### src/lcu_cfg.svh
// offsets, field positions, reset values and timing counts of the lin uart core
// assumes it is included by bare name from the package and the design modules
`ifndef LCU_CFG_SVH
`define LCU_CFG_SVH

// register byte offsets on the avalon slave
`define LCU_ADR_W        5
`define LCU_OFS_MODE     5'h00
`define LCU_OFS_CTRL     5'h04
`define LCU_OFS_BAUD     5'h08
`define LCU_OFS_TXD      5'h0C
`define LCU_OFS_RXD      5'h10
`define LCU_OFS_STAT     5'h14

// operation_mode_reg fields
`define LCU_MODE_PWR     7
`define LCU_MODE_TXE     6
`define LCU_MODE_RXE     5
`define LCU_MODE_MSB     4
`define LCU_MODE_LEN8    3
`define LCU_MODE_INV     2
`define LCU_MODE_SBRX    1

// control register fields
`define LCU_CTRL_CKS_HI  3
`define LCU_CTRL_CKS_LO  0
`define LCU_CTRL_SBL_HI  6
`define LCU_CTRL_SBL_LO  4
`define LCU_CTRL_SBTX    7

// status register fields
`define LCU_ST_TXBUSY    0
`define LCU_ST_TXFULL    1
`define LCU_ST_RXRDY     2
`define LCU_ST_OVR       3
`define LCU_ST_FRM       4
`define LCU_ST_SBFOK     5
`define LCU_ST_SBFERR    6

// reset values
`define LCU_RST_MODE     8'h00
`define LCU_RST_CTRL     8'h00
`define LCU_RST_BAUD     8'h10
`define LCU_RST_DATA     8'hFF

// counts
`define LCU_SBF_BASE     5'h0D
`define LCU_SBF_MIN      5'h0B
`define LCU_LO_SAT       5'h1F
`define LCU_GAP_LAST     2'h1
`define LCU_CKS_MAX      4'hB
`define LCU_LAST8        3'h7
`define LCU_LAST7        3'h6

`endif

### src/lcu_pkg.sv
// types shared by the lin uart core modules
// assumes lcu_cfg.svh is reachable on the include path
package lcu_pkg;
  `include "lcu_cfg.svh"

  // transmit sequencer, gray along idle-start-data-stop-gap
  typedef enum logic [2:0] {
    LCU_TX_IDLE  = 3'h0,
    LCU_TX_START = 3'h1,
    LCU_TX_DATA  = 3'h3,
    LCU_TX_STOP  = 3'h2,
    LCU_TX_GAP   = 3'h6,
    LCU_TX_BRK   = 3'h4
  } lcu_tx_e;

  // receive sequencer, gray along idle-start-data-stop
  typedef enum logic [2:0] {
    LCU_RX_IDLE  = 3'h0,
    LCU_RX_START = 3'h1,
    LCU_RX_DATA  = 3'h3,
    LCU_RX_STOP  = 3'h2,
    LCU_RX_SBRK  = 3'h5
  } lcu_rx_e;

  // whole state of the core
  typedef struct packed {
    logic [7:0] mode;
    logic [7:0] ctrl;
    logic [7:0] baud;
    logic [7:0] txbuf;
    logic [7:0] txsr;
    logic [7:0] rxbuf;
    logic [7:0] rxsr;
    logic [7:0] rdata;
    logic       txfull;
    logic       sbtx_req;
    logic       tx_pin;
    logic       rx_smp;
    logic       rx_prev;
    logic       rx_rdy;
    logic       ovr;
    logic       frm;
    logic       sbf_ok;
    logic       sbf_err;
    logic       ack;
    lcu_tx_e    tx_st;
    lcu_rx_e    rx_st;
    logic [2:0] tx_idx;
    logic [2:0] rx_idx;
    logic [4:0] brk_cnt;
    logic [4:0] lo_cnt;
    logic [1:0] gap_cnt;
  } lcu_core_s;

  // state of one baud counter
  typedef struct packed {
    logic [8:0] cnt;
  } lcu_bgen_s;

  // state of the clock prescaler
  typedef struct packed {
    logic [10:0] cnt;
  } lcu_pre_s;
endpackage

### src/lcu_baud_if.sv
// link between the core and one baud counter
// assumes the core drives the controls and the counter drives the ticks
`timescale 1ns/100ps
`default_nettype none
interface lcu_baud_if;
  logic       base_tick; // one-cycle base clock enable
  logic       clr;       // hold counter at zero
  logic       run;       // count base ticks
  logic [7:0] k;         // half-bit divisor
  logic       half;      // mid-bit pulse
  logic       full;      // end-of-bit pulse
  modport gen  (input base_tick, clr, run, k, output half, full);
  modport user (output base_tick, clr, run, k, input half, full);
endinterface
`default_nettype wire

### src/lcu_prescaler.sv
// operating clock selector: twelve power-of-two taps of mclk
// assumes sel is stable between frames; en low stops and clears it
`timescale 1ns/100ps
`default_nettype none
`include "lcu_cfg.svh"
module lcu_prescaler
  import lcu_pkg::*;
(
  input  wire logic       mclk_i,
  input  wire logic       rst_i,
  input  wire logic       ce_i,
  input  wire logic       en_i,
  input  wire logic [3:0] sel_i,
  output logic            tick_o
);
  lcu_pre_s    s_r;      // registered state
  lcu_pre_s    s_nxt;    // next state
  logic [3:0]  sel_c;    // clamped selector
  logic [10:0] mask;     // low bits that must be all ones

  // selector values above eleven fold onto the slowest tap
  always_comb begin
    sel_c  = (sel_i > `LCU_CKS_MAX) ? `LCU_CKS_MAX : sel_i;
    mask   = (11'h001 << sel_c) - 11'h001;
    tick_o = en_i & ((s_r.cnt & mask) == mask);
    s_nxt  = s_r;
    if (!en_i) begin
      s_nxt.cnt = 11'h000; // stopped unit draws no toggling
    end else begin
      s_nxt.cnt = s_r.cnt + 11'h001;
    end
  end

  // clock enable freezes the divider too
  always_ff @(posedge mclk_i or posedge rst_i) begin
    if (rst_i) begin
      s_r <= '{cnt: 11'h000};
    end else if (ce_i) begin
      s_r <= s_nxt;
    end
  end
endmodule
`default_nettype wire

### src/lcu_baud_gen.sv
// 8-bit programmable baud counter; bit time is twice k base ticks
// assumes the user clears it while idle so each frame starts on a fresh bit
`timescale 1ns/100ps
`default_nettype none
module lcu_baud_gen
  import lcu_pkg::*;
(
  input  wire logic mclk_i,
  input  wire logic rst_i,
  input  wire logic ce_i,
  lcu_baud_if.gen   bif
);
  lcu_bgen_s  s_r;    // registered state
  lcu_bgen_s  s_nxt;  // next state
  logic [8:0] k_eff;  // divisor, zero treated as one
  logic [8:0] half_c; // last count of the first half
  logic [8:0] full_c; // last count of the bit

  // ticks are combinational so the sequencer reacts in the same cycle
  always_comb begin
    k_eff    = (bif.k == 8'h00) ? 9'h001 : {1'b0, bif.k};
    half_c   = k_eff - 9'h001;
    full_c   = {k_eff[7:0], 1'b0} - 9'h001;
    bif.half = bif.run & bif.base_tick & (s_r.cnt == half_c);
    bif.full = bif.run & bif.base_tick & (s_r.cnt == full_c);
    s_nxt    = s_r;
    if (bif.clr) begin
      s_nxt.cnt = 9'h000;
    end else if (bif.run && bif.base_tick) begin
      s_nxt.cnt = bif.full ? 9'h000 : s_r.cnt + 9'h001;
    end
  end

  // frozen while the clock enable is low
  always_ff @(posedge mclk_i or posedge rst_i) begin
    if (rst_i) begin
      s_r <= '{cnt: 9'h000};
    end else if (ce_i) begin
      s_r <= s_nxt;
    end
  end
endmodule
`default_nettype wire

### src/lcu_core.sv
// lin capable uart core: avalon-mm registers, transmitter, receiver
// assumes a synchronous rx input and a master that honours waitrequest
// Function
// - stop mode when powered off, no transfers
// - one transmit output, one receive input
// - selectable 7 or 8 data bits
// - 8-bit programmable baud generator sets timing
// - transmitter and receiver enabled independently
// - operating clock chosen from twelve sources
// - selectable msb-first or lsb-first order
// - inversion applies to transmit output only
// - break sent low for 13 to 20 bits
// - low of 11+ bits flags break received
// - keeps working while clock keeps running
// - clock stop freezes registers and output
// - two extra clocks between back-to-back frames
// - receiver restarts timing on each start bit
// - power, tx and rx enable bits gate paths
// - short break is error, stays in break mode
// - 7-bit data aligned by bit order
//
// The placing of the registers and the Avalon-MM register port are this design's own decisions.
`timescale 1ns/100ps
`default_nettype none
`include "lcu_cfg.svh"
module lcu_core
  import lcu_pkg::*;
(
  input  wire logic                  mclk_i,
  input  wire logic                  rst_i,
  input  wire logic                  ce_i,
  input  wire logic [`LCU_ADR_W-1:0] avs_address_i,
  input  wire logic                  avs_read_i,
  input  wire logic                  avs_write_i,
  input  wire logic [31:0]           avs_writedata_i,
  output logic      [31:0]           avs_readdata_o,
  output logic                       avs_waitrequest_o,
  input  wire logic                  lin_uart_rx_pin_i,
  output logic                       lin_uart_tx_pin_o
);
  localparam lcu_core_s RST_S = '{
    mode: `LCU_RST_MODE, ctrl: `LCU_RST_CTRL, baud: `LCU_RST_BAUD,
    txbuf: `LCU_RST_DATA, txsr: `LCU_RST_DATA, rxbuf: `LCU_RST_DATA,
    rxsr: `LCU_RST_DATA, rdata: 8'h00, tx_pin: 1'b1, rx_smp: 1'b1,
    rx_prev: 1'b1, tx_st: LCU_TX_IDLE, rx_st: LCU_RX_IDLE, tx_idx: 3'h0,
    rx_idx: 3'h0, brk_cnt: 5'h00, lo_cnt: 5'h00, gap_cnt: 2'h0, default: 1'b0};

  lcu_core_s  s_r;      // registered state
  lcu_core_s  s_nxt;    // next state
  logic       pwr;      // unit powered
  logic       tx_act;   // transmitter may run
  logic       rx_act;   // receiver may run
  logic       acc;      // bus request accepted this cycle
  logic       wr_go;    // write takes effect at this edge
  logic       rd_go;    // read completes at this edge
  logic       base;     // selected operating clock tick
  logic [2:0] last_idx; // index of final data bit
  logic [4:0] brk_last; // final break bit count
  logic [7:0] rd_mux;   // read data selected by address
  logic [7:0] stat;     // status image
  logic       tx_lvl;   // uninverted line level
  logic [7:0] rx_word;  // aligned receive word

  lcu_baud_if tx_bif ();
  lcu_baud_if rx_bif ();

  // mode decode
  always_comb begin
    pwr      = s_r.mode[`LCU_MODE_PWR];
    tx_act   = pwr & s_r.mode[`LCU_MODE_TXE];
    rx_act   = pwr & s_r.mode[`LCU_MODE_RXE];
    last_idx = s_r.mode[`LCU_MODE_LEN8] ? `LCU_LAST8 : `LCU_LAST7;
    brk_last = `LCU_SBF_BASE + {2'h0, s_r.ctrl[`LCU_CTRL_SBL_HI:`LCU_CTRL_SBL_LO]}
               - 5'h01;
  end

  // one prescaler feeds both counters; gated off in stop mode
  lcu_prescaler u_pre (
    .mclk_i (mclk_i),
    .rst_i  (rst_i),
    .ce_i   (ce_i),
    .en_i   (pwr),
    .sel_i  (s_r.ctrl[`LCU_CTRL_CKS_HI:`LCU_CTRL_CKS_LO]),
    .tick_o (base)
  );

  // separate counters so each direction times itself
  assign tx_bif.base_tick = base;
  assign tx_bif.k         = s_r.baud;
  assign tx_bif.clr       = ~tx_act | (s_r.tx_st == LCU_TX_IDLE)
                            | (s_r.tx_st == LCU_TX_GAP);
  assign tx_bif.run       = tx_act;
  assign rx_bif.base_tick = base;
  assign rx_bif.k         = s_r.baud;
  assign rx_bif.clr       = ~rx_act | (s_r.rx_st == LCU_RX_IDLE);
  assign rx_bif.run       = rx_act;

  lcu_baud_gen u_tx_bg (
    .mclk_i (mclk_i),
    .rst_i  (rst_i),
    .ce_i   (ce_i),
    .bif    (tx_bif)
  );

  lcu_baud_gen u_rx_bg (
    .mclk_i (mclk_i),
    .rst_i  (rst_i),
    .ce_i   (ce_i),
    .bif    (rx_bif)
  );

  // bus handshake: one wait cycle, answer on the second edge
  always_comb begin
    acc               = (avs_read_i | avs_write_i) & ~s_r.ack;
    avs_waitrequest_o = (avs_read_i | avs_write_i) & ~(s_r.ack & ce_i);
    wr_go             = avs_write_i & s_r.ack;
    rd_go             = avs_read_i & s_r.ack;
    avs_readdata_o    = {24'h000000, s_r.rdata};
    lin_uart_tx_pin_o = s_r.tx_pin;
  end

  // status image and read mux
  always_comb begin
    stat                   = 8'h00;
    stat[`LCU_ST_TXBUSY]   = s_r.tx_st != LCU_TX_IDLE;
    stat[`LCU_ST_TXFULL]   = s_r.txfull;
    stat[`LCU_ST_RXRDY]    = s_r.rx_rdy;
    stat[`LCU_ST_OVR]      = s_r.ovr;
    stat[`LCU_ST_FRM]      = s_r.frm;
    stat[`LCU_ST_SBFOK]    = s_r.sbf_ok;
    stat[`LCU_ST_SBFERR]   = s_r.sbf_err;
    unique case (avs_address_i)
      `LCU_OFS_MODE: rd_mux = s_r.mode;
      `LCU_OFS_CTRL: rd_mux = s_r.ctrl;
      `LCU_OFS_BAUD: rd_mux = s_r.baud;
      `LCU_OFS_TXD:  rd_mux = s_r.txbuf;
      `LCU_OFS_RXD:  rd_mux = s_r.rxbuf;
      `LCU_OFS_STAT: rd_mux = stat;
      default:       rd_mux = 8'h00; // unmapped reads zero
    endcase
  end

  // 7-bit words land low for lsb-first, high for msb-first
  always_comb begin
    if (s_r.mode[`LCU_MODE_LEN8]) begin
      rx_word = s_r.rxsr;
    end else if (s_r.mode[`LCU_MODE_MSB]) begin
      rx_word = {s_r.rxsr[6:0], 1'b0};
    end else begin
      rx_word = {1'b0, s_r.rxsr[7:1]};
    end
  end

  // next state: software first, then hardware so sets win over clears
  always_comb begin
    s_nxt       = s_r;
    s_nxt.ack   = acc;
    tx_lvl      = 1'b1;
    if (acc) begin
      s_nxt.rdata = rd_mux;
    end
    // register writes
    if (wr_go) begin
      unique case (avs_address_i)
        `LCU_OFS_MODE: s_nxt.mode = avs_writedata_i[7:0];
        `LCU_OFS_CTRL: begin
          s_nxt.ctrl     = {1'b0, avs_writedata_i[6:0]}; // trigger bit reads zero
          s_nxt.sbtx_req = s_r.sbtx_req | avs_writedata_i[`LCU_CTRL_SBTX];
        end
        `LCU_OFS_BAUD: s_nxt.baud = avs_writedata_i[7:0];
        `LCU_OFS_TXD: begin
          s_nxt.txbuf  = avs_writedata_i[7:0];
          s_nxt.txfull = 1'b1;
        end
        `LCU_OFS_STAT: begin
          // write one to clear the sticky flags
          s_nxt.ovr     = s_r.ovr & ~avs_writedata_i[`LCU_ST_OVR];
          s_nxt.frm     = s_r.frm & ~avs_writedata_i[`LCU_ST_FRM];
          s_nxt.sbf_ok  = s_r.sbf_ok & ~avs_writedata_i[`LCU_ST_SBFOK];
          s_nxt.sbf_err = s_r.sbf_err & ~avs_writedata_i[`LCU_ST_SBFERR];
        end
        default: ;
      endcase
    end
    // reading the data word frees the buffer
    if (rd_go && (avs_address_i == `LCU_OFS_RXD)) begin
      s_nxt.rx_rdy = 1'b0;
    end

    // transmitter
    unique case (s_r.tx_st)
      LCU_TX_IDLE: begin
        if (s_r.sbtx_req) begin
          s_nxt.tx_st    = LCU_TX_BRK;
          s_nxt.brk_cnt  = 5'h00;
          s_nxt.sbtx_req = 1'b0;
        end else if (s_r.txfull) begin
          s_nxt.tx_st  = LCU_TX_START;
          s_nxt.txsr   = s_r.txbuf;
          s_nxt.txfull = wr_go && (avs_address_i == `LCU_OFS_TXD); // fresh write stays queued
        end
      end
      LCU_TX_START: begin
        tx_lvl = 1'b0;
        if (tx_bif.full) begin
          s_nxt.tx_st  = LCU_TX_DATA;
          s_nxt.tx_idx = 3'h0;
        end
      end
      LCU_TX_DATA: begin
        tx_lvl = s_r.mode[`LCU_MODE_MSB] ? s_r.txsr[3'h7 - s_r.tx_idx]
                                         : s_r.txsr[s_r.tx_idx];
        if (tx_bif.full) begin
          s_nxt.tx_idx = s_r.tx_idx + 3'h1;
          if (s_r.tx_idx == last_idx) begin
            s_nxt.tx_st = LCU_TX_STOP;
          end
        end
      end
      LCU_TX_STOP: begin
        if (tx_bif.full) begin
          s_nxt.tx_st   = s_r.txfull ? LCU_TX_GAP : LCU_TX_IDLE;
          s_nxt.gap_cnt = 2'h0;
        end
      end
      LCU_TX_GAP: begin
        // back-to-back frames lose two base clocks here
        if (base) begin
          s_nxt.gap_cnt = s_r.gap_cnt + 2'h1;
          if (s_r.gap_cnt == `LCU_GAP_LAST) begin
            s_nxt.tx_st  = LCU_TX_START;
            s_nxt.txsr   = s_r.txbuf;
            s_nxt.txfull = wr_go && (avs_address_i == `LCU_OFS_TXD); // set wins
          end
        end
      end
      LCU_TX_BRK: begin
        tx_lvl = 1'b0;
        if (tx_bif.full) begin
          s_nxt.brk_cnt = s_r.brk_cnt + 5'h01;
          if (s_r.brk_cnt == brk_last) begin
            s_nxt.tx_st = LCU_TX_STOP;
          end
        end
      end
      default: s_nxt.tx_st = LCU_TX_IDLE;
    endcase
    if (!tx_act) begin
      s_nxt.tx_st    = LCU_TX_IDLE;
      s_nxt.txfull   = 1'b0;
      s_nxt.sbtx_req = 1'b0;
      tx_lvl         = 1'b1;
    end
    // idle high when off; inversion touches only this output
    s_nxt.tx_pin = pwr ? (tx_lvl ^ s_r.mode[`LCU_MODE_INV]) : 1'b1;

    // receiver input taken without inversion
    s_nxt.rx_smp  = lin_uart_rx_pin_i;
    s_nxt.rx_prev = s_r.rx_smp;
    unique case (s_r.rx_st)
      LCU_RX_IDLE: begin
        if (s_r.rx_prev && !s_r.rx_smp) begin
          s_nxt.rx_st = LCU_RX_START;
        end
      end
      LCU_RX_START: begin
        if (rx_bif.half) begin
          if (s_r.rx_smp) begin
            s_nxt.rx_st = LCU_RX_IDLE; // glitch, not a start bit
          end else if (s_r.mode[`LCU_MODE_SBRX]) begin
            s_nxt.rx_st  = LCU_RX_SBRK;
            s_nxt.lo_cnt = 5'h01;
          end else begin
            s_nxt.rx_st  = LCU_RX_DATA;
            s_nxt.rx_idx = 3'h0;
          end
        end
      end
      LCU_RX_DATA: begin
        if (rx_bif.half) begin
          s_nxt.rxsr   = s_r.mode[`LCU_MODE_MSB] ? {s_r.rxsr[6:0], s_r.rx_smp}
                                                 : {s_r.rx_smp, s_r.rxsr[7:1]};
          s_nxt.rx_idx = s_r.rx_idx + 3'h1;
          if (s_r.rx_idx == last_idx) begin
            s_nxt.rx_st = LCU_RX_STOP;
          end
        end
      end
      LCU_RX_STOP: begin
        if (rx_bif.half) begin
          s_nxt.rx_st = LCU_RX_IDLE;
          s_nxt.frm   = s_nxt.frm | ~s_r.rx_smp; // a clear this cycle still counts
          if (s_nxt.rx_rdy) begin
            s_nxt.ovr = 1'b1; // unread word kept
          end else begin
            s_nxt.rxbuf  = rx_word;
            s_nxt.rx_rdy = 1'b1;
          end
        end
      end
      LCU_RX_SBRK: begin
        if (rx_bif.half) begin
          if (!s_r.rx_smp) begin
            s_nxt.lo_cnt = (s_r.lo_cnt == `LCU_LO_SAT) ? s_r.lo_cnt
                                                       : s_r.lo_cnt + 5'h01;
          end else if (s_r.lo_cnt >= `LCU_SBF_MIN) begin
            s_nxt.sbf_ok               = 1'b1;
            s_nxt.mode[`LCU_MODE_SBRX] = 1'b0;
            s_nxt.rx_st                = LCU_RX_IDLE;
          end else begin
            s_nxt.sbf_err = 1'b1;
            s_nxt.rx_st   = LCU_RX_IDLE;
          end
        end
      end
      default: s_nxt.rx_st = LCU_RX_IDLE;
    endcase
    if (!rx_act) begin
      s_nxt.rx_st = LCU_RX_IDLE;
    end
  end

  // low clock enable stands for a stopped clock: everything holds
  always_ff @(posedge mclk_i or posedge rst_i) begin
    if (rst_i) begin
      s_r <= RST_S;
    end else if (ce_i) begin
      s_r <= s_nxt;
    end
  end
endmodule
`default_nettype wire

### config.mk
export PLATFORM = sky130hd
export DESIGN_NAME = lcu_core
export DESIGN_NICKNAME = d
export VERILOG_FILES = /design/src/lcu_pkg.sv /design/src/lcu_baud_if.sv /design/src/lcu_prescaler.sv /design/src/lcu_baud_gen.sv /design/src/lcu_core.sv
export VERILOG_INCLUDE_DIRS = /design/src /design/src/src
export SDC_FILE = /design/constraint.sdc
export NUM_CORES = 1
export LEC_CHECK = 0
export ABC_CLOCK_PERIOD_IN_PS = 6460
export BUFFER_PORTS_ARGS = -buffer_cell sky130_fd_sc_hd__buf_2
export CAP_MARGIN = 20
export CORE_ASPECT_RATIO = 1.1
export CORE_UTILIZATION = 30
export CTS_CLUSTER_DIAMETER = 120
export DETAILED_ROUTE_END_ITERATION = 12
export PLACE_DENSITY = 0.52
export SLEW_MARGIN = 20
export SYNTH_ARGS = -nofsm -noshare
export SYNTH_HDL_FRONTEND = slang
export SYNTH_SLANG_ARGS = --single-unit
### constraint.sdc
create_clock -name mclk_i -period 6.46 [get_ports mclk_i]
set_input_delay 1.292 -clock mclk_i [delete_from_list [all_inputs] [get_ports mclk_i]]
set_output_delay 1.292 -clock mclk_i [all_outputs]
set_load 0.03 [all_outputs]
==> results.sh <==
export IMPL_outcome="finished, final reports clean"
export IMPL_worstHoldPathType="reg2reg"
export IMPL_cp_max_fo=13
export IMPL_synth_top_area_share_pct=28.3
export IMPL_dieWidth_um=158
export IMPL_grt_max_degree=77
export IMPL_grt_pass1_vias=6102
export IMPL_start_kind="flip-flop"
export IMPL_syn_area_mm2=0.00805
export IMPL_hold_start="lin_uart_tx_pin_o"
export IMPL_finalWeightedCongestion=0.795
export IMPL_routed_wl_met2_um=10000
export IMPL_yosys_area_top_type="dfrtp_1"
export IMPL_holdBufCountCts=0
export IMPL_cts_buffers_inserted=17
export IMPL_fin_setup_tns_ps=0
export IMPL_cts_setup_buffers=0
export IMPL_rows=62
export IMPL_leakagePower_nw=3.62
export IMPL_arrival_ps=4960
export IMPL_clockRootBuffer="clkbuf_16"
export IMPL_max_freq_ghz=0.217
export IMPL_num_vias=6315
export IMPL_antenna_found_initial=0
export IMPL_synth_cell_types=83
export IMPL_dpl_cell_area_mm2=0.00832
export IMPL_cts_sinks=127
export IMPL_synth_seq_cells=127
export IMPL_reg2reg_setup_slack_ps=1850
export IMPL_core_area_mm2=0.0262
export IMPL_grt_setup_unrepaired="no"
export IMPL_drv_slew=0
export IMPL_syn2layout_area_growth_pct=10.6
export IMPL_async_flop_share_pct=100
export IMPL_wire_per_inst_um=16.7
export IMPL_fin_crit_sh_pct=71.4
export IMPL_io_pins=77
export IMPL_cts_buffer_depth=2
export IMPL_ys_flop_type="dfrtp_1"
export IMPL_cts_resized=0
export IMPL_wl_met3_um=580
export IMPL_die_y_um=174
export IMPL_wl_um=20100
export IMPL_required_ps=6810
export IMPL_grtUsageTotal_pct=15.4
export IMPL_start_util_pct=30.7
export IMPL_synth_edf_count=0
export IMPL_ant_nets=0
export IMPL_global_route_overflow_total=0
export IMPL_dp_cells=1171
export IMPL_clk_pin_slew_worst_paths_ps=60
export IMPL_io_buffers=28
export IMPL_drive_gt1_share_pct=21.5
export IMPL_maxUsedRoutingLayer="met4"
export IMPL_antennaDiodeCount=0
export IMPL_finalHoldViolCount=0
export IMPL_met1Wirelength_um=9200
export IMPL_drc_errors=0
export IMPL_final_cell_area_mm2=0.00891
export IMPL_viasPerCell=5.25
export IMPL_yosysWarningCount=0
export IMPL_setup_viol=0
export IMPL_cts_tree="built"
export IMPL_end_kind="flip-flop"
export IMPL_reg2reg_from="rx_bif.k[6]"
export IMPL_powerDensity_mw_per_mm2=245
export IMPL_worstSkewPairLatency_ps=430
export IMPL_slew_headroom_pct=32.7
export IMPL_avgSynthCellArea_um2=9.55
export IMPL_worstSetupPathType="reg2reg"
export IMPL_dr_first_iter_drc_count=403
export IMPL_dr_pass1_iters=7
export IMPL_tightest_slew_ps=1000
export IMPL_cp_startpoint="rx_bif.k[6]"
export IMPL_fp_dieArea_mm2=0.0275
export IMPL_finalCriticalPeriod_ps=4610
export IMPL_yosysSeqAreaShare_pct=40.0
export IMPL_peakVddDrop_uv=146
export IMPL_fin_skew_ps=15.4
export IMPL_finalNonFillerCells=1203
export IMPL_fin_nets=892
export IMPL_synth_area_leaders="dfrtp_1 (28%), dfstp_2 (12%), mux2_2 (5.7%), o21ai_0 (3.7%), buf_4 (3.1%)"
export IMPL_syn_inst=843
export IMPL_dp_hpwl_um=14300
export IMPL_htree_num_levels=4
export IMPL_grt_pass1_wl_um=33000
export IMPL_cap_violations=0
[cell type report]
type | count | area [um2]
clock inverter | 12 | 136
multi-input combinational | 620 | 4320
fill | 2739 | 17300
tap | 352 | 440
sequential | 127 | 3220
timing repair buffer | 36 | 200
inverter | 36 | 140
clock buffer | 20 | 447
[registers in the layout (all words and copies together), names as in the netlist]
name	cells
s_r	79
u_pre.s_r	11
u_rx_bg.s_r	9
u_tx_bg.s_r	9
avs_readdata_o	8
rx_bif.k	8
lin_uart_tx_pin_o	1
pwr	1
s_nxt	1
[power breakdown]
group | leakage [nW] | switching (mW) | internal [mW]
clock network | 0.288 | 0.372 | 0.580
logic | 1.74 | 0.223 | 0.118
registers | 1.59 | 0.0554 | 0.836
[synthesized netlist by cell type, types with 8 or more instances]
cell and instances:
dfrtp_1 91, nand2_1 62, o21ai_0 60, nor2_1 51, a21oi_1 43, mux2_2 41, clkbuf_1 39, dfstp_2 36
inv_1 35, nand3_1 35, buf_4 33, nand4_1 21, xnor2_1 18, mux2i_1 16, o31ai_1 16, xor2_1 15
a31oi_1 14, nor3_1 13, ha_1 11, nand2b_1 10, and3_1 9, nor2b_1 9, or3_1 9, a222oi_1 8
mux2_4 8
[stage by stage]
step                hold slack, ps  util [%]  setup slack (ps)  power (mW)
global route                   505      34.0              1500        2.28
global placement               483      31.7              1860        1.24
finish                         484      34.0              1850        2.18
CTS                            487      34.0              1850        2.21
floorplan                      444         -              1840        1.18
detailed placement             479      31.7              1840        1.25
[worst paths after layout]
| kind | endpoint | cells after the start |
|---|---|---|
| max in group asynchronous | s_r[20] | 3 |
| min in group asynchronous | u_tx_bg.s_r[6] | 2 |
| hold reg to reg | lin_uart_tx_pin_o | 2 |
| hold / removal | lin_uart_tx_pin_o | 2 |
| setup / recovery | s_r[49] | 11 |
| setup reg to reg | s_r[49] | 11 |
[metal layers]
layer	vias up	global-route usage (%)
met5	-	0
met4	0	5.17
met3	15	2.08
met2	109	25.7
met1	3137	20.2
li1	3054	-
[critical path, stage by stage, from the launching register on]
cell and delay (ps):
dfrtp_1 580, nor4_4 540, a21o_1 320, inv_1 70
ha_1 360, xnor2_1 150, a2111oi_0 570, a21boi_0 230
nor4bb_1 330, nand4_1 480, nor2_1 510, mux2_2 390
[cell families after synthesis]
logic type	count (synthesis)	synth area share [%]
buffers and inverters	119	7.71
DFF	127	40.0
xor gates and xnor gates	34	3.88
and+or+nand+nor	268	18.0
adders and majority gates	11	1.71
muxes	71	10.8
AOI/OAI and AO/OA	212	17.9
other	1	0.0466
[placed cells by master, fill, tap and decap left out, types with 16 or more instances in the layout]
master and n:
xnor2_1 18, buf_2 28, dfstp_2 36, inv_1 34, nor2_1 51, clkbuf_16 17, mux2_2 41, mux2i_1 16
o31ai_1 16, nand2_1 62, a21oi_1 43, nand3_1 35, o21ai_0 60, dfrtp_1 91, conb_1 24, nand4_1 21
No activity file was read; power rests on OpenSTA's default activity.
